===== src/hw/exp_bus_pkg.sv =====
// constants and carrier types for the expansion bus controller
package exp_bus_pkg;
	localparam int DATA_W     = 16;
	localparam int ADDR_W     = 24;
	localparam int NUM_CS     = 8;
	localparam int CS_W       = 3;
	localparam int PH_W       = 4;
	localparam int MIN_SIZE_LOG = 9;
	localparam int MAX_SIZE_LOG = 24;
	localparam int HPI_FIRST_CS = 4;
	localparam logic [CS_W-1:0] HPI_FIRST = 3'h4;
	localparam logic [PH_W-1:0] PH_ONE    = 4'h1;
	localparam logic [7:0]      STRAP_RST = 8'h00;

	typedef enum logic [2:0] {
		PH_IDLE = 3'b000,
		PH_ADDR = 3'b001,
		PH_SET  = 3'b010,
		PH_STRB = 3'b011,
		PH_HOLD = 3'b100,
		PH_REC  = 3'b101
	} phase_t;

	// per-select configuration
	typedef struct packed {
		logic            enable;
		logic [ADDR_W-1:0] base;
		logic [4:0]      sizeLog;   // log2 of window bytes
		logic            strobeStyle; // 0 split rd/wr, 1 rw with data strobe
		logic            muxed;
		logic            hostPort;
		logic            hostByte;  // 1 byte mode, 0 halfword mode
		logic [PH_W-1:0] tAddr;
		logic [PH_W-1:0] tSet;
		logic [PH_W-1:0] tStrb;
		logic [PH_W-1:0] tHold;
		logic [PH_W-1:0] tRec;
	} cs_cfg_t;

	typedef struct packed {
		logic              valid;
		logic              write;
		logic [ADDR_W-1:0] addr;
		logic [DATA_W-1:0] wdata;
	} req_t;

	// pin group toward the peripherals
	typedef struct packed {
		logic [NUM_CS-1:0] csN;
		logic [ADDR_W-1:0] addr;
		logic              aleOut;
		logic              rdN;
		logic              wrN;
		logic              rwN;
		logic              dsN;
		logic [DATA_W-1:0] dOut;
		logic              dOeN;
	} pins_t;
endpackage


===== src/hw/cs_decode.sv =====
// address window decode for all chip selects
`timescale 1ns/1ps
module cs_decode #(
	parameter int N = exp_bus_pkg::NUM_CS
) (
	input  wire logic [exp_bus_pkg::ADDR_W-1:0] addr,
	input  exp_bus_pkg::cs_cfg_t                cfg [N],
	output logic [N-1:0]                        hit
);
	import exp_bus_pkg::*;

	// window match: compare bits above the window size
	function automatic logic inWindow(input logic [ADDR_W-1:0] a, input cs_cfg_t c);
		logic [ADDR_W-1:0] mask;
		logic [4:0]        sz;
		sz = (c.sizeLog < 5'(MIN_SIZE_LOG)) ? 5'(MIN_SIZE_LOG) : c.sizeLog;
		mask = (sz >= 5'(MAX_SIZE_LOG)) ? '0 : ~((ADDR_W'(1) << sz) - ADDR_W'(1));
		inWindow = c.enable && ((a & mask) == (c.base & mask));
	endfunction

	// lowest numbered select wins on overlap
	always_comb begin
		logic found;
		found = 1'b0;
		hit = '0;
		for (int i = 0; i < N; i++) begin
			if (!found && inWindow(addr, cfg[i])) begin
				hit[i] = 1'b1;
				found = 1'b1;
			end
		end
	end
endmodule // cs_decode


===== src/hw/exp_bus_ctrl.sv =====
// expansion bus controller: phase sequencer and pin drive
`timescale 1ns/1ps
module exp_bus_ctrl #(
	parameter int NCS = exp_bus_pkg::NUM_CS
) (
	input  wire logic                           sys_clk,
	input  wire logic                           sys_rst,
	input  wire logic                           clkEn,
	input  exp_bus_pkg::cs_cfg_t                csCfg [NCS],
	input  exp_bus_pkg::req_t                   req,
	output logic                                reqReady,
	output logic                                done,
	output logic [exp_bus_pkg::DATA_W-1:0]      rdata,
	output logic                                missErr,
	input  wire logic [exp_bus_pkg::ADDR_W-1:0] addrIn,
	input  wire logic [exp_bus_pkg::DATA_W-1:0] dataIn,
	output exp_bus_pkg::pins_t                  pins,
	output logic                                clkPinOe,
	output logic [exp_bus_pkg::ADDR_W-1:0]      strapOut
);
	import exp_bus_pkg::*;

	typedef struct packed {
		phase_t            ph;
		logic [PH_W-1:0]   cnt;
		logic [CS_W-1:0]   sel;
		logic              write;
		logic              hiByte;   // second byte of host-port byte mode
		logic [ADDR_W-1:0] addr;
		logic [DATA_W-1:0] wdata;
		logic [DATA_W-1:0] rdata;
		logic              ready;
		logic              done;
		logic              miss;
		logic              inRst;
		logic              clkPinOe; // low keeps the clock pin driven
		logic [ADDR_W-1:0] strap;
		pins_t             pins;
	} state_t;

	state_t stateReg, stateNext;
	logic [NCS-1:0] hit;
	logic [CS_W-1:0] hitIdx;
	cs_cfg_t cur;

	////////////////////////////////////////////////////////////////
	// decode
	cs_decode #(.N(NCS)) uDec (
		.addr (req.addr),
		.cfg  (csCfg),
		.hit  (hit)
	);

	// encode one-hot hit
	always_comb begin
		hitIdx = '0;
		for (int i = 0; i < NCS; i++) begin
			if (hit[i]) hitIdx = CS_W'(i);
		end
	end

	assign cur = csCfg[stateReg.sel];

	// length of a phase, zero treated as one cycle
	function automatic logic [PH_W-1:0] phLen(input phase_t p, input cs_cfg_t c);
		logic [PH_W-1:0] v;
		unique case (p)
			PH_ADDR: v = c.tAddr;
			PH_SET:  v = c.tSet;
			PH_STRB: v = c.tStrb;
			PH_HOLD: v = c.tHold;
			default: v = c.tRec;
		endcase
		phLen = (v == '0) ? PH_ONE : v;
	endfunction

	function automatic logic hostMode(input logic [CS_W-1:0] s, input cs_cfg_t c);
		hostMode = c.hostPort && (s >= HPI_FIRST);
	endfunction

	////////////////////////////////////////////////////////////////
	// next state
	always_comb begin
		stateNext = stateReg;
		stateNext.done = 1'b0;
		stateNext.miss = 1'b0;
		stateNext.inRst = 1'b0;
		stateNext.clkPinOe = 1'b0;
		// straps latch on the first enabled cycle after release
		if (stateReg.inRst) begin
			stateNext.strap = addrIn;
		end
		unique case (stateReg.ph)
			PH_IDLE: begin
				if (req.valid && stateReg.ready) begin
					if (hit == '0) begin
						stateNext.miss = 1'b1;
						stateNext.done = 1'b1;
					end else begin
						stateNext.ph = PH_ADDR;
						stateNext.sel = hitIdx;
						stateNext.write = req.write;
						stateNext.addr = req.addr;
						stateNext.wdata = req.wdata;
						stateNext.hiByte = 1'b0;
						stateNext.cnt = phLen(PH_ADDR, csCfg[hitIdx]);
						stateNext.ready = 1'b0;
					end
				end
			end
			default: begin
				if (stateReg.cnt > PH_ONE) begin
					stateNext.cnt = stateReg.cnt - PH_ONE;
				end else begin
					unique case (stateReg.ph)
						PH_ADDR: stateNext.ph = PH_SET;
						PH_SET:  stateNext.ph = PH_STRB;
						PH_STRB: stateNext.ph = PH_HOLD;
						PH_HOLD: stateNext.ph = PH_REC;
						default: stateNext.ph = PH_IDLE;
					endcase
					if (stateReg.ph == PH_STRB && !stateReg.write) begin
						if (hostMode(stateReg.sel, cur) && cur.hostByte) begin
							if (stateReg.hiByte) stateNext.rdata[15:8] = dataIn[7:0];
							else stateNext.rdata[7:0] = dataIn[7:0];
						end else begin
							stateNext.rdata = dataIn;
						end
					end
					// byte mode runs a second pass for the upper byte
					if (stateReg.ph == PH_REC) begin
						if (hostMode(stateReg.sel, cur) && cur.hostByte && !stateReg.hiByte) begin
							stateNext.ph = PH_ADDR;
							stateNext.hiByte = 1'b1;
						end else begin
							stateNext.done = 1'b1;
							stateNext.ready = 1'b1;
						end
					end
					stateNext.cnt = phLen(stateNext.ph, cur);
				end
			end
		endcase

		// pin drive from the phase just chosen
		stateNext.pins.csN = '1;
		stateNext.pins.aleOut = 1'b0;
		stateNext.pins.rdN = 1'b1;
		stateNext.pins.wrN = 1'b1;
		stateNext.pins.rwN = 1'b1;
		stateNext.pins.dsN = 1'b1;
		stateNext.pins.dOeN = 1'b1;
		stateNext.pins.addr = stateNext.addr;
		stateNext.pins.dOut = stateNext.wdata;
		if (stateNext.ph != PH_IDLE && stateNext.ph != PH_REC) begin
			stateNext.pins.csN[stateNext.sel] = 1'b0;
			stateNext.pins.rwN = !stateNext.write;
			if (stateNext.hiByte) stateNext.pins.dOut = {8'h00, stateNext.wdata[15:8]};
			else if (hostMode(stateNext.sel, csCfg[stateNext.sel])
				&& csCfg[stateNext.sel].hostByte) stateNext.pins.dOut = {8'h00, stateNext.wdata[7:0]};
			if (stateNext.ph == PH_ADDR && csCfg[stateNext.sel].muxed) begin
				stateNext.pins.aleOut = 1'b1;
				stateNext.pins.dOut = stateNext.addr[DATA_W-1:0];
				stateNext.pins.dOeN = 1'b0;
			end else if (stateNext.write) begin
				stateNext.pins.dOeN = 1'b0;
			end
			if (stateNext.ph == PH_STRB) begin
				if (csCfg[stateNext.sel].strobeStyle) stateNext.pins.dsN = 1'b0;
				else if (stateNext.write) stateNext.pins.wrN = 1'b0;
				else stateNext.pins.rdN = 1'b0;
			end
		end
	end

	////////////////////////////////////////////////////////////////
	// registers
	always_ff @(posedge sys_clk) begin
		if (sys_rst) begin
			stateReg <= '0;
			stateReg.ph <= PH_IDLE;
			stateReg.ready <= 1'b1;
			stateReg.inRst <= 1'b1;
			stateReg.pins.csN <= '1;
			stateReg.pins.rdN <= 1'b1;
			stateReg.pins.wrN <= 1'b1;
			stateReg.pins.rwN <= 1'b1;
			stateReg.pins.dsN <= 1'b1;
			stateReg.pins.dOeN <= 1'b1;
		end else if (clkEn) begin
			stateReg <= stateNext;
		end
	end

	assign reqReady = stateReg.ready;
	assign done = stateReg.done;
	assign rdata = stateReg.rdata;
	assign missErr = stateReg.miss;
	assign pins = stateReg.pins;
	assign strapOut = stateReg.strap;
	assign clkPinOe = stateReg.clkPinOe;

	////////////////////////////////////////////////////////////////
	// checks
	chk_one_select: assert property (@(posedge sys_clk) disable iff (sys_rst)
		$countones(~pins.csN) <= 1) else $error("more than one select active");
	chk_strobe_phase: assert property (@(posedge sys_clk) disable iff (sys_rst)
		(!pins.rdN || !pins.wrN || !pins.dsN) |-> stateReg.ph == PH_STRB)
		else $error("strobe outside strobe phase");
	chk_phase_order: assert property (@(posedge sys_clk) disable iff (sys_rst)
		(clkEn && stateReg.ph == PH_SET && stateNext.ph != PH_SET) |=> stateReg.ph == PH_STRB)
		else $error("setup not followed by strobe");
	chk_miss_no_cs: assert property (@(posedge sys_clk) disable iff (sys_rst)
		missErr |-> pins.csN == '1) else $error("select active on miss");
	chk_host_range: assert property (@(posedge sys_clk) disable iff (sys_rst)
		stateReg.hiByte |-> stateReg.sel >= HPI_FIRST) else $error("host mode on low select");
	chk_mux_ale: assert property (@(posedge sys_clk) disable iff (sys_rst)
		pins.aleOut |-> (stateReg.ph == PH_ADDR && pins.dOeN == 1'b0))
		else $error("latch strobe outside address phase");
	chk_style_sel: assert property (@(posedge sys_clk) disable iff (sys_rst)
		!pins.dsN |-> (pins.rdN && pins.wrN)) else $error("both strobe styles active");
	chk_clk_pin: assert property (@(posedge sys_clk) clkPinOe == 1'b0)
		else $error("clock pin not driven");
	chk_strap_hold: assert property (@(posedge sys_clk) disable iff (sys_rst)
		(!stateReg.inRst && clkEn) |=> $stable(strapOut)) else $error("straps changed");
endmodule // exp_bus_ctrl


===== config.mk =====
export PLATFORM = sky130hd
export DESIGN_NAME = exp_bus_ctrl
export DESIGN_NICKNAME = d
export VERILOG_FILES = /design/src/hw/exp_bus_pkg.sv /design/src/hw/cs_decode.sv /design/src/hw/exp_bus_ctrl.sv
export SDC_FILE = /design/constraint.sdc
export NUM_CORES = 1
export LEC_CHECK = 0
export BUFFER_PORTS_ARGS = -buffer_cell sky130_fd_sc_hd__buf_2
export CAP_MARGIN = 0
export CORE_AREA = 2 2 239 241
export CTS_BUF_LIST = sky130_fd_sc_hd__clkbuf_16
export DETAILED_ROUTE_END_ITERATION = 8
export DIE_AREA = 0 0 241 243
export GPL_TIMING_DRIVEN = 0
export SYNTH_ARGS = -nofsm -noshare
export SYNTH_HDL_FRONTEND = slang
export SYNTH_SLANG_ARGS = --single-unit

===== constraint.sdc =====
create_clock -name sys_clk -period 6.7 [get_ports sys_clk]
set_input_delay 0.67 -clock sys_clk [delete_from_list [all_inputs] [get_ports sys_clk]]
set_output_delay 0.67 -clock sys_clk [all_outputs]
set_load 0.01 [all_outputs]

# --- After elaboration in Yosys (flattened, before gate mapping) ---
# Index checks and enable logic that the tools add are counted.
# Widths: inputs -> output; s select.
classes:
  addsub: 9
  order_cmp: 24
  n_eq_ne: 26
  n_shift: 8
  n_mux: 96
  n_bitwise: 31
  n_reduce_logical: 47
op_table:
  columns: ["operator", "count"]
  rows:
  - ["$bmux 54 s3", 3]
  - ["$and 24x24->24", 16]
  - ["$mux 24", 10]
  - ["$eq 24x24->1", 8]
  - ["$not 24->24", 8]
  - ["$shl 1x5->24 const A", 8]
  - ["$sub 24x1->24 const B", 8]
  - ["$mux 52", 2]
  - ["$mux 22", 3]
  - ["$mux 16", 4]
  - ["$ge 5x5->1 const B", 8]
  - ["$lt 5x4->1 const B", 8]
  - ["$mux 20", 2]
  - ["$mux 40", 1]
  - ["$mux 5", 8]
  - ["$mux 3", 12]
  - ["$mux 4", 9]
  - ["$mux 1", 28]
  - ["$logic_and 1x1->1", 25]
  - ["$mux 8", 3]
  - ["$pmux 4 s4", 1]
  - ["$eq 3x2->1 const B", 5]
  - ["$mux 2", 7]
  - ["$ge 4x4->1 const B", 3]
  - ["other kinds (27)", 51]
word_totals:
  register_bits: 126
  input_bits: 517
  out_inout_bits: 98
  word_cells: 264

# --- Logic depth before layout (Yosys ltp) ---
# Gate-level depths: netlist (run 1).
logic_depth:
  ltp_word: 54
  depth_mapped: 20
  mapped_depth_nobuf: 14

# --- By module ---
# From an unflattened synthesis (run 1), not the netlist that was laid out.
hier_totals:
  cells_unflattened: 1679
  area_unflattened_um2: 12752.2
by_module_without_submodules:
  columns: ["mod", "instances", "cells_per_inst", "area_per_inst_um2"]
  rows:
  - ["exp_bus_ctrl", 1, 1013, 8270.4]
  - ["cs_decode", 1, 666, 4481.8]

# --- Least setup slack after synthesis (run 1) ---
# OpenSTA, ideal clock, no wires.
synth_path:
  path_type: "input-to-reg"
  startpoint: "input port csCfg[405] (netlist name)"
  endpoint: "register pins[10] (netlist name)"
  setup_time_ns: 0.117
  arrival_time_ns: 3.838
  t_required_ns: 6.583
  path_slack_ns: 2.745
  cell_stages: 18
  path_buffers: 5
  path_cell_list: "clkbuf_1 clkbuf_1 inv_1 a21oi_1 o32ai_1 nor4_1 a32o_1 or2_2 buf_2 o31a_2 buf_6 o32ai_2 buf_6 mux4_1 o22a_1 a31oi_4 a211oi_1 o22a_1"
synth_via:
  elab_chain_cells: 45
synth_rtl:
  columns: ["element", "line_no", "source"]
  rows:
  - ["start: declaration", "exp_bus_ctrl.sv:9", "input exp_bus_pkg::cs_cfg_t csCfg [NCS],"]
  - ["$lt 5x4->1", "cs_decode.sv:16", "sz = (c.sizeLog < 5'(MIN_SIZE_LOG)) ? 5'(MIN_SIZE_LOG) : c.sizeLog;"]
  - ["$mux 5 (*)", "cs_decode.sv:16", null]
  - ["$shl 1x5->24", "cs_decode.sv:17", "mask = (sz >= 5'(MAX_SIZE_LOG)) ? '0 : ~((ADDR_W'(1) << sz) - ADDR_W'(1));"]
  - ["$sub 24x1->24", "cs_decode.sv:17", null]
  - ["$not 24->24", "cs_decode.sv:17", null]
  - ["$mux 24 (*)", "cs_decode.sv:17", null]
  - ["$and 24x24->24", "cs_decode.sv:18", "inWindow = c.enable && ((a & mask) == (c.base & mask));"]
  - ["$eq 24x24->1 (*)", "cs_decode.sv:18", null]
  - ["[... 28 more ...]", null, null]
  - ["$bmux 54 s3", "exp_bus_ctrl.sv:159, exp_bus_ctrl.sv:160, exp_bus_ctrl.sv:161", null]
  - ["$mux 24 (2 in a row)", null, null]
  - ["$logic_and 1x1->1", "exp_bus_ctrl.sv:78", "hostMode = c.hostPort && (s >= HPI_FIRST);"]
  - ["$logic_and 1x1->1", "exp_bus_ctrl.sv:160", "&& csCfg[stateNext.sel].hostByte) stateNext.pins.dOut = {8'h00, stateNext.wdata[7:0]};"]
  - ["$mux 16", "exp_bus_ctrl.sv:159", "else if (hostMode(stateNext.sel, csCfg[stateNext.sel])"]
  - ["$mux 16", "exp_bus_ctrl.sv:158", "if (stateNext.hiByte) stateNext.pins.dOut = {8'h00, stateNext.wdata[15:8]};"]
  - ["$mux 16", "exp_bus_ctrl.sv:161", "if (stateNext.ph == PH_ADDR && csCfg[stateNext.sel].muxed) begin"]
  - ["$mux 22 (*)", "exp_bus_ctrl.sv:155", "if (stateNext.ph != PH_IDLE && stateNext.ph != PH_REC) begin"]
# Every way passes the cells marked *; elsewhere a longest branch is shown, timed or not. The select of a mux whose other input is x is not followed.
# A chain may end at the register's enable or synchronous reset.

# --- Final worst setup path (run 1) ---
layout_path:
  startpoint: "input port req[27] (netlist name)"
  endpoint: "register pins[2] (netlist name)"
layout_via:
  elab_chain_cells: 36
layout_rtl:
  columns: ["element", "line_no", "source"]
  rows:
  - ["start: declaration", "exp_bus_ctrl.sv:10", "input exp_bus_pkg::req_t req,"]
  - ["$and 24x24->24", "cs_decode.sv:18", null]
  - ["$eq 24x24->1", "cs_decode.sv:18", null]
  - ["$logic_and 1x1->1", "cs_decode.sv:18", null]
  - ["$mux 1", "cs_decode.sv:27", "if (!found && inWindow(addr, cfg[i])) begin"]
  - ["$logic_not 1->1", "cs_decode.sv:27", null]
  - ["$logic_and 1x1->1", "cs_decode.sv:27", null]
  - ["$mux 1", "cs_decode.sv:27", null]
  - ["$logic_not 1->1", "cs_decode.sv:27", null]
  - ["[... 19 more ...]", null, null]
  - ["$mux 52 (*)", "exp_bus_ctrl.sv:95", "if (req.valid && stateReg.ready) begin"]
  - ["$mux 4", "exp_bus_ctrl.sv:93", "unique case (stateReg.ph)"]
  - ["$not 3->4 (implied by the code)", "exp_bus_ctrl.sv:161", null]
  - ["$bmux 54 s3", "exp_bus_ctrl.sv:161", null]
  - ["$mux 24 (2 in a row)", null, null]
  - ["$logic_and 1x1->1", "exp_bus_ctrl.sv:161", null]
  - ["$mux 16", "exp_bus_ctrl.sv:161", null]
  - ["$mux 22 (*)", "exp_bus_ctrl.sv:155", null]
# Marks and branches as above.

==> impl_summary.log, run 1 <==
[metrics] final setup vio count: 0
[metrics] startpoint of the lowest-slack register-to-register path: stateReg[141]
[metrics] startpoint class of the critical path: input pin
[metrics] sum of overflow across all layers after global routing: 0
[metrics] number of buffers inserted for hold repair after clock tree synthesis: 0
[metrics] number of H-tree levels: 4
[metrics] result of the run: finished, final reports clean
[metrics] number of flops mapped to enable cells by yosys: 0
[metrics] reg2reg end: stateReg[144]
[metrics] uppermost layer routed: met5
[metrics] synthesis-to-finish area growth: 34.4%
[metrics] post_cts resized: 0
[metrics] deepest clock path buffer count: 2
[metrics] maximum fanout encountered on the critical timing path: 10
[metrics] DR DRC count: 0
[metrics] Distinct cells, synth: 92
[metrics] worst r2r path cells: 10
[metrics] clk sinks: 126
[metrics] number of antenna violations at the first check in global routing: 9
[metrics] largest cells by area after synthesis: sky130_fd_sc_hd__dfxtp_1 (20%), sky130_fd_sc_hd__xor2_1 (7.9%), sky130_fd_sc_hd__mux4_2 (6.6%)
[metrics] worst slew margin relative to its limit: 13.9%
[metrics] count of warnings emitted by yosys: 0
[metrics] post-synthesis cell type with the largest combined area: sky130_fd_sc_hd__dfxtp_1
[metrics] total met2 wirelength after detailed routing: 29800 um
[metrics] average via count per standard cell: 4.91
[metrics] via count: 14600
[metrics] combinational family with the most area after synthesis: compound AO/OA/AOI/OAI gates
[metrics] cell type with the highest occurrence count on the critical path: sky130_fd_sc_hd__a21oi_1
[metrics] WL per Instance: 20.6 um
[metrics] number of max-slew violations in the final report: 0
[metrics] clock network latency to the later pin of the worst-skew pair: 430 ps
[metrics] number of buffers added on ports: 543
[metrics] final layout net count: 2723
[metrics] synthesized area: 12600 um2
[metrics] most frequent cells in the layout: sky130_fd_sc_hd__buf_2 (582), sky130_fd_sc_hd__nand2_1 (221), sky130_fd_sc_hd__a21oi_1 (135)
[metrics] critical path startpoint: req[27]
[metrics] multiplexer area fraction after synthesis: 13.3%
[metrics] xor and xnor fraction of the mapped netlist area: 11.5%
[metrics] Synth top area share: 20.0%
[metrics] total setup buffers inserted after CTS: 0
[metrics] fill cell instance count of the final layout: 6304
[metrics] final worst-path cycle share: 72.4%
[metrics] Hold Path Class: flop to flop
[metrics] Ports: 615
[metrics] worst-path cell with the longest stage delay: sky130_fd_sc_hd__a21oi_1
[metrics] sequential-to-total area share from yosys stat: 20.0%
[metrics] CTS tree: built
[metrics] max-capacitance violation count: 0
[metrics] crit-path max cell delay: 580 ps
[metrics] async set-reset flop share out of synthesis: 0%
[metrics] most common cell after layout, fill and taps aside: sky130_fd_sc_hd__buf_2
[metrics] first-pass GRT wire length: 88100 um
[metrics] unrepaired setup endpoints after global routing: false
[metrics] fraction of final layout cells sized beyond drive strength 1: 35.8%
[metrics] Setup TNS: 0 ps
[metrics] Worst Min Path Start: strapOut[22]
[metrics] total power after layout: 2.93 mW
[metrics] Setup crit end: pins[2]
[metrics] remaining antenna violation count: 0
[metrics] total wire length: 61100 um
[metrics] total non-filler cell area in the finished layout: 16900 um2
[metrics] Final Hold Fails: 0
[metrics] Placement Rows: 87
[metrics] wire length on met1: 26100 um
[metrics] Total Die Area: 58600 um2
[metrics] data arrival time of the worst path: 5210 ps
[metrics] placeable core region: 56000 um2
[metrics] placer's final routability congestion estimate: 0.894
[metrics] root buf cell: sky130_fd_sc_hd__clkbuf_16
[metrics] Inserted Clock Buffers: 17
[metrics] Post-synth top flop: sky130_fd_sc_hd__dfxtp_1
[metrics] area occupied by multi-input gates: 8730 um2
[metrics] maximum number of pins on one net before global-route repair: 17
[metrics] final critical path time including I/O delays and setup: 4850 ps
[metrics] HPWL after detailed placement: 49800 um
[metrics] dpl cell area: 16300 um2
[metrics] setup slack of the most critical reg-to-reg path: 2120 ps
[metrics] worst vdd ir: 0.000144 V
[metrics] die width: 241 um
[metrics] count of mapped cells out of synthesis: 1618
[metrics] first drt pass iteration count: 7
[metrics] Synth Register Bits: 126
[metrics] Adder-Cell Fraction of Synth Area: 1.07%
[metrics] sequential standard cell area: 2520 um2
[metrics] number of global-route vias before repair: 14300
[metrics] highest attainable clock frequency: 0.206 GHz
[metrics] violation count after the first detailed-routing iteration: 972
[metrics] gr usage total: 20.0%
[metrics] list of cells traversed by the critical path: buf_2, xor2_1, a21oi_1, a211o_1, and4_1, a21oi_1, nand2_1, o31a_2, buf_6, a211o_1, a31oi_2, nand2_1, nor2_1, a31oi_1, a21oi_1
[metrics] worst slew pin tran: 1290 ps
[metrics] Die Span Y: 243 um
[metrics] routed length on met3: 3680 um
[metrics] Avg Cell Area, Syn: 7.79 um2
[metrics] setup skew after layout: 14.8 ps
[metrics] Compound-Gate Fraction of Synth Area: 25.1%
[metrics] static power due to leakage: 7.27 nW
[metrics] Power Dens Cells: 173 nW/um2
[metrics] worst path required time: 7050 ps
[metrics] initial standard-cell utilization of the core: 22.5%
[metrics] Worst-path clk slew: 70 ps
[metrics] type of element capturing the critical path: flop
[metrics] area share of and/or/nand/nor cells after synthesis: 17.7%
[metrics] type of the setup path with the least slack: input pin to flop
-- metal layers --
metal	up-vias	GRT usage (%)
li1	6973	-
met1	6965	25.5
met2	559	34.2
met3	93	3.34
met4	8	6.08
met5	-	0
-- how the worst min path moves through the flow --
stage	end	cells after the start
2_1_floorplan	pins[38]	2
3_3_place_gp	strapOut[23]	2
3_5_place_dp	strapOut[9]	2
4_1_cts	strapOut[9]	2
5_1_grt	strapOut[7]	2
6_report	strapOut[22]	2
-- flip-flops by register name, summed over array words and instances, names as in the netlist --
| name | flops |
|---|---|
| pins | 54 |
| stateReg | 29 |
| strapOut | 24 |
| rdata | 16 |
| done | 1 |
| missErr | 1 |
| reqReady | 1 |
-- layout make-up --
cell class | count | share of cell area (%)
diodes | 6 | 0.0887
plain buffers | 229 | 7.69
clock buffers | 17 | 2.51
clock inverters | 15 | 0.953
inverters | 28 | 0.621
multi-input cells | 1250 | 51.6
flip-flops and latches | 126 | 14.9
well taps | 756 | 5.59
repair buffers | 544 | 16.1
-- stage by stage --
step	hold WS [ps]	util, %	instances	worst slack, ps
final	454	30.3	2971	1850
after global routing	470	30.3	2970	1600
after CTS	456	30.2	2964	1840
after detailed placement	447	29.2	2932	1400
after global placement	442	29.2	2932	1020
after floorplan	437	-	1633	2750
-- cells by family (layout without fill, tap and decap cells) --
kind of cell,Yosys count,count (layout)
xor+xnor,166,166
buf+inv,257,833
mux,119,119
compound gates,470,470
simple gates,467,467
flops,126,126
other cells,2,23
fa+ha+maj,11,11
-- cell usage after synthesis (all sizes together) (9+ instances only) --
cell type,count
xor2,114
or4b,9
o31ai,9
a311oi,14
nor4,27
nand2,222
o22ai,21
a31oi,29
inv,27
o22a,11
ha,10
mux2i,72
nor2,70
mux2,9
nor3,35
a211oi,38
nor2b,17
nand3,26
dfxtp,126
nand2b,18
xnor2,52
o21ai,96
clkbuf,83
mux4,38
a21oi,136
a211o,10
buf,146
-- critical path, delay by kind of cell --
kind | cells | cell delay (ps)
XOR/XNOR | 1 | 190
AND/OR/NAND/NOR | 4 | 1290
buffers and inverters | 2 | 610
AO/OA/AOI/OAI | 8 | 2410
-- where the power goes --
| part | switching (mW) | total [mW] | leakage [nW] | internal (mW) |
|---|---|---|---|---|
| Combinational | 0.662 | 1.15 | 5.97 | 0.489 |
| Clock | 0.398 | 0.952 | 0.274 | 0.554 |
| Sequential | 0.0352 | 0.830 | 1.03 | 0.795 |
| Total | 1.10 | 2.93 | 7.27 | 1.84 |
Note: power is estimated with default switching activity, not from simulation.
==> run 2: changes to the inputs <==
--- a/config.mk
+++ b/config.mk
@@ -7,10 +7,10 @@
 export LEC_CHECK = 0
 export BUFFER_PORTS_ARGS = -buffer_cell sky130_fd_sc_hd__buf_2
 export CAP_MARGIN = 0
-export CORE_AREA = 2 2 239 241
+export CORE_AREA = 2 2 241 243
 export CTS_BUF_LIST = sky130_fd_sc_hd__clkbuf_16
 export DETAILED_ROUTE_END_ITERATION = 8
-export DIE_AREA = 0 0 241 243
+export DIE_AREA = 0 0 243 245
 export GPL_TIMING_DRIVEN = 0
 export SYNTH_ARGS = -nofsm -noshare
 export SYNTH_HDL_FRONTEND = slang
==> constraint.sdc (replaced) <==
create_clock -name sys_clk -period 4.7 [get_ports sys_clk]
set_input_delay 0.47 -clock sys_clk [delete_from_list [all_inputs] [get_ports sys_clk]]
set_output_delay 0.47 -clock sys_clk [all_outputs]
set_load 0.01 [all_outputs]
==> run 2 against run 1 <==
Compared with the run above:
- design area is 0.35% higher
- clock skew is 0.97 ps higher
- critical path depth is 1 higher
- final cell count is 0.37% higher
- setup slack worse by 1500 ps
- hold slack worse by 170 ps
- wire length is 0.54% lower
- register-to-register slack worse by 1300 ps
- critical path type unchanged
- critical endpoint is now pins[6]
- highest routed layer unchanged
==> impl_summary.log, run 2 (synthesis gave the netlist of run 1 again) <==
[metrics] result of the run: finished, final reports clean
[metrics] Inserted Clock Buffers: 17
[metrics] part of the power in registers: 28.0%
[metrics] area occupied by multi-input gates: 8760 um2
[metrics] maximum number of pins on one net before global-route repair: 17
[metrics] reg2reg end: stateReg[144]
[metrics] max-capacitance violation count: 0
[metrics] worst vdd ir: 0.000218 V
[metrics] type of the setup path with the least slack: input pin to flop
[metrics] clk sinks: 126
[metrics] unrepaired setup endpoints after global routing: false
[metrics] DR DRC count: 0
[metrics] placeable core region: 57000 um2
[metrics] total wire length: 60800 um
[metrics] deepest clock path buffer count: 2
[metrics] initial standard-cell utilization of the core: 22.1%
[metrics] number of H-tree levels: 4
[metrics] capture endpoint of the worst hold path: strapOut[16]
[metrics] violation count after the first detailed-routing iteration: 1405
[metrics] final worst-path cycle share: 92.8%
[metrics] setup slack of the most critical reg-to-reg path: 780 ps
[metrics] register ranked first by flip-flop count: pins
[metrics] most frequent cells in the layout: sky130_fd_sc_hd__buf_2 (582), sky130_fd_sc_hd__nand2_1 (221), sky130_fd_sc_hd__a21oi_1 (134)
[metrics] worst r2r path cells: 9
[metrics] post-layout utilization of the core: 29.8%
[metrics] gr usage total: 19.3%
[metrics] worst slew margin relative to its limit: 12.6%
[metrics] setup skew after layout: 15.8 ps
[metrics] CTS tree: built
[metrics] number of buffers added on ports: 543
[metrics] worst path required time: 5000 ps
[metrics] Power Dens Cells: 248 nW/um2
[metrics] root buf cell: sky130_fd_sc_hd__clkbuf_16
[metrics] clock network latency to the later pin of the worst-skew pair: 430 ps
[metrics] final setup vio count: 0
[metrics] Placement Rows: 88
[metrics] first drt pass iteration count: 6
[metrics] worst slew pin tran: 1310 ps
[metrics] number of max-slew violations in the final report: 0
[metrics] sum of overflow across all layers after global routing: 0
[metrics] data arrival time of the worst path: 4660 ps
[metrics] Worst-path clk slew: 60 ps
[metrics] average via count per standard cell: 4.93
[metrics] maximum fanout encountered on the critical timing path: 10
[metrics] highest attainable clock frequency: 0.229 GHz
[metrics] net switching share of the total power: 36.8%
[metrics] depth of the worst hold-timing path: 3
[metrics] Internal Pwr Total: 2.66 mW
[metrics] via count: 14700
[metrics] startpoint of the lowest-slack register-to-register path: stateReg[142]
[metrics] share of power burned in the clock network: 33.0%
[metrics] Ports: 615
[metrics] combinational share of power: 39.0%
[metrics] WL per Instance: 20.4 um
[metrics] placed cell count: 2942
[metrics] Worst Min Path Start: addrIn[16]
[metrics] number of antenna violations at the first check in global routing: 10
[metrics] synthesis-to-finish area growth: 34.9%
[metrics] final critical path time including I/O delays and setup: 4360 ps
[metrics] startpoint class of the critical path: input pin
[metrics] most common cell after layout, fill and taps aside: sky130_fd_sc_hd__buf_2
[metrics] final non-filler cell total: 2982
[metrics] Total Die Area: 59500 um2
[metrics] power dissipated by switching net loads: 1.55 mW
[metrics] die width: 243 um
[metrics] sequential standard cell area: 2520 um2
[metrics] first-pass GRT wire length: 87700 um
[metrics] fraction of final layout cells sized beyond drive strength 1: 36.1%
[metrics] final layout net count: 2723
[metrics] Hold Path Class: input pin to flop
[metrics] max FFs per register: 54
[metrics] static power due to leakage: 7.29 nW
[metrics] HPWL after detailed placement: 49500 um
[metrics] Die Span Y: 245 um
[metrics] fill cell instance count of the final layout: 6370
[metrics] placer's final routability congestion estimate: 0.911
[metrics] number of global-route vias before repair: 14100
[metrics] Final Hold Fails: 0
[metrics] remaining antenna violation count: 0
[metrics] type of element capturing the critical path: flop
run 2: layer usage:
layer  part of all wire [%]  GRT usage, %
met5                  0.036             0
met4                    2.0          5.47
met3                    6.2          2.51
met2                     49          33.2
met1                     43          25.4
run 2: worst max-delay path by stage:
stage,from,endpoint,depth (start not counted)
2_1_floorplan,csCfg[405],pins[10],18
3_3_place_gp,req[25],pins[5],15
3_5_place_dp,req[35],pins[45],14
4_1_cts,req[35],stateReg[114],14
5_1_grt,csCfg[189],pins[7],16
6_report,csCfg[189],pins[6],16
run 2: area by class of cell:
class                   instances  share of cell area (%)
clock buffers                  17                    2.50
plain buffers                 228                    7.65
multi-input cells            1250                    51.5
flip-flops and latches        126                    14.8
inverters                      28                   0.619
repair buffers                545                    16.1
clock inverters                15                    1.00
well taps                     765                    5.63
diodes                          8                   0.118
run 2: what timing repair did:
item	in CTS	in global routing
gates resized for setup	1	6
cloned	0	0
endpoints found under the setup margin	1	17
hold endpoints to repair	0	0
buffers inserted	0	0
pin swaps	0	0
hold buffers	0	0
run 2: worst max-delay path, cell delays in order:
cell and delay [ps]:
sky130_fd_sc_hd__buf_2 130, sky130_fd_sc_hd__clkbuf_1 370, sky130_fd_sc_hd__o21ai_0 180, sky130_fd_sc_hd__nand2_1 90, sky130_fd_sc_hd__nand4_1 90, sky130_fd_sc_hd__a2111oi_0 700, sky130_fd_sc_hd__a31oi_4 290, sky130_fd_sc_hd__a211oi_1 440
sky130_fd_sc_hd__o21ai_2 180, sky130_fd_sc_hd__and2_1 240, sky130_fd_sc_hd__mux2_2 320, sky130_fd_sc_hd__o211ai_4 310, sky130_fd_sc_hd__clkbuf_1 380, sky130_fd_sc_hd__a21boi_0 150, sky130_fd_sc_hd__nor4_1 210, sky130_fd_sc_hd__a21oi_1 110
run 2: power by group through the flow:
stage	Combinational (mW)	Clock (mW)	Sequential, mW
floorplan	1.01	0	1.19
CTS	1.64	1.40	1.18
finish	1.65	1.39	1.18
global route	1.79	1.44	1.19
detailed placement	1.63	0	1.20
global placement	1.62	0	1.20
run 2: metrics by stage:
step / setup TNS, ps / area [um2] / hold slack (ps) / power (mW) / setup slack (ps)
floorplan: 0 / 12700 / 437 / 2.20 / 945
global placement: -42950 / 16300 / 443 / 2.83 / -867
detailed placement: -17350 / 16300 / 447 / 2.83 / -425
CTS: 0 / 16900 / 271 / 4.22 / 12.4
global route: 0 / 17000 / 286 / 4.43 / 25.1
finish: 0 / 17000 / 282 / 4.22 / 339
==> run 3: changes to the inputs <==
--- a/config.mk
+++ b/config.mk
@@ -7,11 +7,12 @@
 export LEC_CHECK = 0
 export BUFFER_PORTS_ARGS = -buffer_cell sky130_fd_sc_hd__buf_2
 export CAP_MARGIN = 0
-export CORE_AREA = 2 2 241 243
+export CORE_AREA = 2 2 236 238
 export CTS_BUF_LIST = sky130_fd_sc_hd__clkbuf_16
 export DETAILED_ROUTE_END_ITERATION = 8
-export DIE_AREA = 0 0 243 245
+export DIE_AREA = 0 0 238 240
 export GPL_TIMING_DRIVEN = 0
 export SYNTH_ARGS = -nofsm -noshare
 export SYNTH_HDL_FRONTEND = slang
+export SYNTH_HIERARCHICAL = 1
 export SYNTH_SLANG_ARGS = --single-unit
==> run 3 against run 2 <==
Compared with the run above:
- non-clock buffer count is 72 higher
- maximum frequency is 6.7% lower
- critical endpoint is now pins[10]
- hold slack worse by 9.5 ps
- design area is 7.3% higher
- clock-buffer cell count stayed put
==> impl_summary.log, run 3 <==
[metrics] average via count per standard cell: 5.10
[metrics] placer's final routability congestion estimate: 0.983
[metrics] unrepaired setup endpoints after global routing: true
[metrics] Setup crit end: pins[10]
[metrics] worst setup margin: 27.7 ps
[metrics] Distinct cells, synth: 88
[metrics] Internal Pwr Total: 2.70 mW
[metrics] final worst-path cycle share: 99.4%
[metrics] violation count after the first detailed-routing iteration: 1229
[metrics] CTS tree: built
[metrics] list of cells traversed by the critical path: buf_4, clkbuf_16, buf_12, xnor2_2, o211ai_1, or4_4, a2111oi_4, a32oi_2, nor4_4, buf_6, nor4_4, a2111oi_4, buf_4, nor2_4, or2_4, buf_8, a211o_1, buf_6, buf_4, buf_12, a211oi_2, a311oi_1, o21ai_1
[metrics] worst r2r path cells: 10
[metrics] gr usage total: 21.4%
[metrics] startpoint class of the critical path: input pin
[metrics] number of H-tree levels: 4
[metrics] Inserted Clock Buffers: 17
[metrics] highest attainable clock frequency: 0.214 GHz
[metrics] most frequent cells in the layout: sky130_fd_sc_hd__buf_2 (573), sky130_fd_sc_hd__nand2_1 (264), sky130_fd_sc_hd__a21oi_1 (147), sky130_fd_sc_hd__buf_4 (147), sky130_fd_sc_hd__dfxtp_1 (126)
[metrics] count of warnings emitted by yosys: 6
[metrics] Placement Rows: 86
[metrics] sequential-to-total area share from yosys stat: 19.8%
[metrics] family of cells with the greatest summed delay on the critical path: compound AO/OA/AOI/OAI gates
[metrics] via count: 15500
[metrics] final non-filler cell total: 3042
[metrics] max-capacitance violation count: 0
[metrics] part of the power in registers: 26.9%
[metrics] synthesized area: 12800 um2
[metrics] largest cells by area after synthesis: sky130_fd_sc_hd__dfxtp_1 (20%), sky130_fd_sc_hd__nand2_1 (7.8%), sky130_fd_sc_hd__mux4_2 (6.5%)
[metrics] Avg Cell Area, Syn: 7.60 um2
[metrics] setup skew after layout: 10.9 ps
[metrics] list of most frequent post-synthesis cells: sky130_fd_sc_hd__nand2_1 (266), sky130_fd_sc_hd__a21oi_1 (149), sky130_fd_sc_hd__dfxtp_1 (126), sky130_fd_sc_hd__clkbuf_1 (105), sky130_fd_sc_hd__buf_4 (99)
[metrics] number of antenna violations at the first check in global routing: 12
[metrics] clock network latency to the later pin of the worst-skew pair: 430 ps
[metrics] Synth Register Bits: 126
[metrics] register ranked first by flip-flop count: pins
[metrics] maximum fanout encountered on the critical timing path: 10
[metrics] Place WS: -2180 ps
[metrics] result of the run: finished, final reports clean
[metrics] combinational share of power: 44.1%
[metrics] dpl cell area: 16500 um2
[metrics] first-pass GRT wire length: 91500 um
[metrics] number of global-route vias before repair: 15100
[metrics] worst slew pin tran: 1270 ps
[metrics] data arrival time of the worst path: 5030 ps
[metrics] type of the setup path with the least slack: input pin to flop
[metrics] total wire length: 64100 um
[metrics] crit-path max cell delay: 550 ps
[metrics] cell with the most instances after synthesis: sky130_fd_sc_hd__nand2_1
[metrics] final layout net count: 2844
[metrics] placeable core region: 54700 um2
[metrics] Total Die Area: 57100 um2
[metrics] fraction of final layout cells sized beyond drive strength 1: 40.4%
[metrics] DR DRC count: 0
[metrics] total power after layout: 4.34 mW
[metrics] total non-filler cell area in the finished layout: 18200 um2
[metrics] worst-path cell with the longest stage delay: sky130_fd_sc_hd__or4_4
[metrics] setup slack of the most critical reg-to-reg path: 780 ps
[metrics] share of power burned in the clock network: 29.0%
[metrics] worst vdd ir: 0.000261 V
[metrics] Synth top area share: 19.8%
[metrics] WL per Instance: 21.1 um
[metrics] clk sinks: 126
[metrics] number of buffers added on ports: 557
[metrics] final critical path time including I/O delays and setup: 4670 ps
[metrics] post-synthesis cell type with the largest combined area: sky130_fd_sc_hd__dfxtp_1
[metrics] die width: 238 um
[metrics] most common cell after layout, fill and taps aside: sky130_fd_sc_hd__buf_2
[metrics] worst path required time: 5060 ps
[metrics] max FFs per register: 54
[metrics] count of mapped cells out of synthesis: 1679
[metrics] first drt pass iteration count: 5
[metrics] Buf+Inv Stages, Crit Path: 9
[metrics] reg2reg end: stateReg[144]
[metrics] placed cell count: 2955
[metrics] Ports: 615
[metrics] synthesis-to-finish area growth: 43.0%
[metrics] critical path depth: 23
[metrics] Hold Path Class: input pin to flop
[metrics] number of max-slew violations in the final report: 0
[metrics] HPWL after detailed placement: 52200 um
[metrics] deepest clock path buffer count: 2
[metrics] initial standard-cell utilization of the core: 23.3%
[metrics] net switching share of the total power: 37.7%
[metrics] async set-reset flop share out of synthesis: 0%
[metrics] final setup vio count: 0
[metrics] type of element capturing the critical path: flop
[metrics] critical path startpoint: req[39]
[metrics] startpoint of the lowest-slack register-to-register path: stateReg[142]
[metrics] power dissipated by switching net loads: 1.64 mW
[metrics] cell type with the highest occurrence count on the critical path: sky130_fd_sc_hd__buf_4
[metrics] Die Span Y: 240 um
[metrics] sum of overflow across all layers after global routing: 0
[metrics] root buf cell: sky130_fd_sc_hd__clkbuf_16
[metrics] maximum number of pins on one net before global-route repair: 17
[metrics] worst slew margin relative to its limit: 14.5%
[metrics] Post-synth top flop: sky130_fd_sc_hd__dfxtp_1
[metrics] Final Hold Fails: 0
[metrics] number of flops mapped to enable cells by yosys: 0
[metrics] static power due to leakage: 7.82 nW
[metrics] remaining antenna violation count: 0
[metrics] Power Dens Cells: 238 nW/um2
[metrics] Worst-path clk slew: 60 ps
==> run 3: cell types whose count changed in the layout (fill, tap and decap cells not counted), moves of 27 or more <==
cell,delta
sky130_fd_sc_hd__buf_4,+49
sky130_fd_sc_hd__nand2_1,+43
sky130_fd_sc_hd__xor2_1,-34
sky130_fd_sc_hd__o21ai_0,-28
sky130_fd_sc_hd__clkbuf_2,+27
==> run 3: layout make-up <==
class                      instances  area [um2]
fill                            5979       36400
multi-input combinational       1302        9390
timing repair buffer             608        3260
sequential                       126        2520
buffer                           237        1510
tap                              704         881
clock buffer                      17         425
clock inverter                    15         125
inverter                          25        93.8
antenna                            8        20.0
==> run 3: logic make-up (layout without fill, tap and decap cells) <==
logic type / count (synthesis) / after routing / synth area share [%]
AOI/OAI and AO/OA: 471 / 471 / 25.4
xor gates and xnor gates: 165 / 165 / 11.3
adders and majority gates: 12 / 12 / 1.14
buffers and inverters: 267 / 902 / 11.2
DFF: 126 / 126 / 19.8
muxes: 104 / 104 / 11.9
other: 2 / 25 / 0.0589
and+or+nand+nor: 532 / 533 / 19.2
==> run 3: worst min path at each step <==
stage	end	cells past startpoint	startpoint
detailed placement	strapOut[21]	2	strapOut[21]
finish	strapOut[9]	3	addrIn[9]
floorplan	pins[10]	2	pins[10]
CTS	strapOut[7]	3	addrIn[7]
global placement	strapOut[21]	2	strapOut[21]
global route	strapOut[3]	3	addrIn[3]
==> run 3: timing repair <==
| item | in CTS | in global routing |
|---|---|---|
| endpoints found under the setup margin | 80 | 76 |
| hold buffers | 0 | 0 |
| setup buffers | 28 | 26 |
| cloned | 0 | 2 |
| resized for setup | 98 | 128 |
| pin swaps | 25 | 37 |
==> run 3: power groups by stage <==
stage          registers (mW)  logic, mW  clock network, mW
2_1_floorplan            1.18       1.01                  0
3_3_place_gp             1.19       1.64                  0
3_5_place_dp             1.19       1.64                  0
4_1_cts                  1.17       1.77               1.28
5_1_grt                  1.17       2.06               1.33
6_report                 1.17       1.92               1.26
==> run 3: per-stage QoR <==
| stage | TNS [ps] | utilization, % | hold WS, ps |
|---|---|---|---|
| after floorplan | 0 | - | 426 |
| after global placement | -148370 | 30.2 | 443 |
| after detailed placement | -145230 | 30.2 | 447 |
| after CTS | 0 | 32.4 | 246 |
| after global routing | -227 | 33.4 | 251 |
| final | 0 | 33.4 | 272 |
==> run 3: per-layer routing <==
layer	wire length, um	vias to the layer above	global-route usage [%]
li1	-	7272	-
met1	26400	7307	26.7
met5	13	-	0
met4	2560	2	9.49
met2	30500	806	36.1
met3	4610	128	3.61
==> run 3: worst min-delay path, cell delays in order <==
cell and delay (ps):
sky130_fd_sc_hd__buf_2 90, sky130_fd_sc_hd__nand2_1 40, sky130_fd_sc_hd__a21oi_1 50
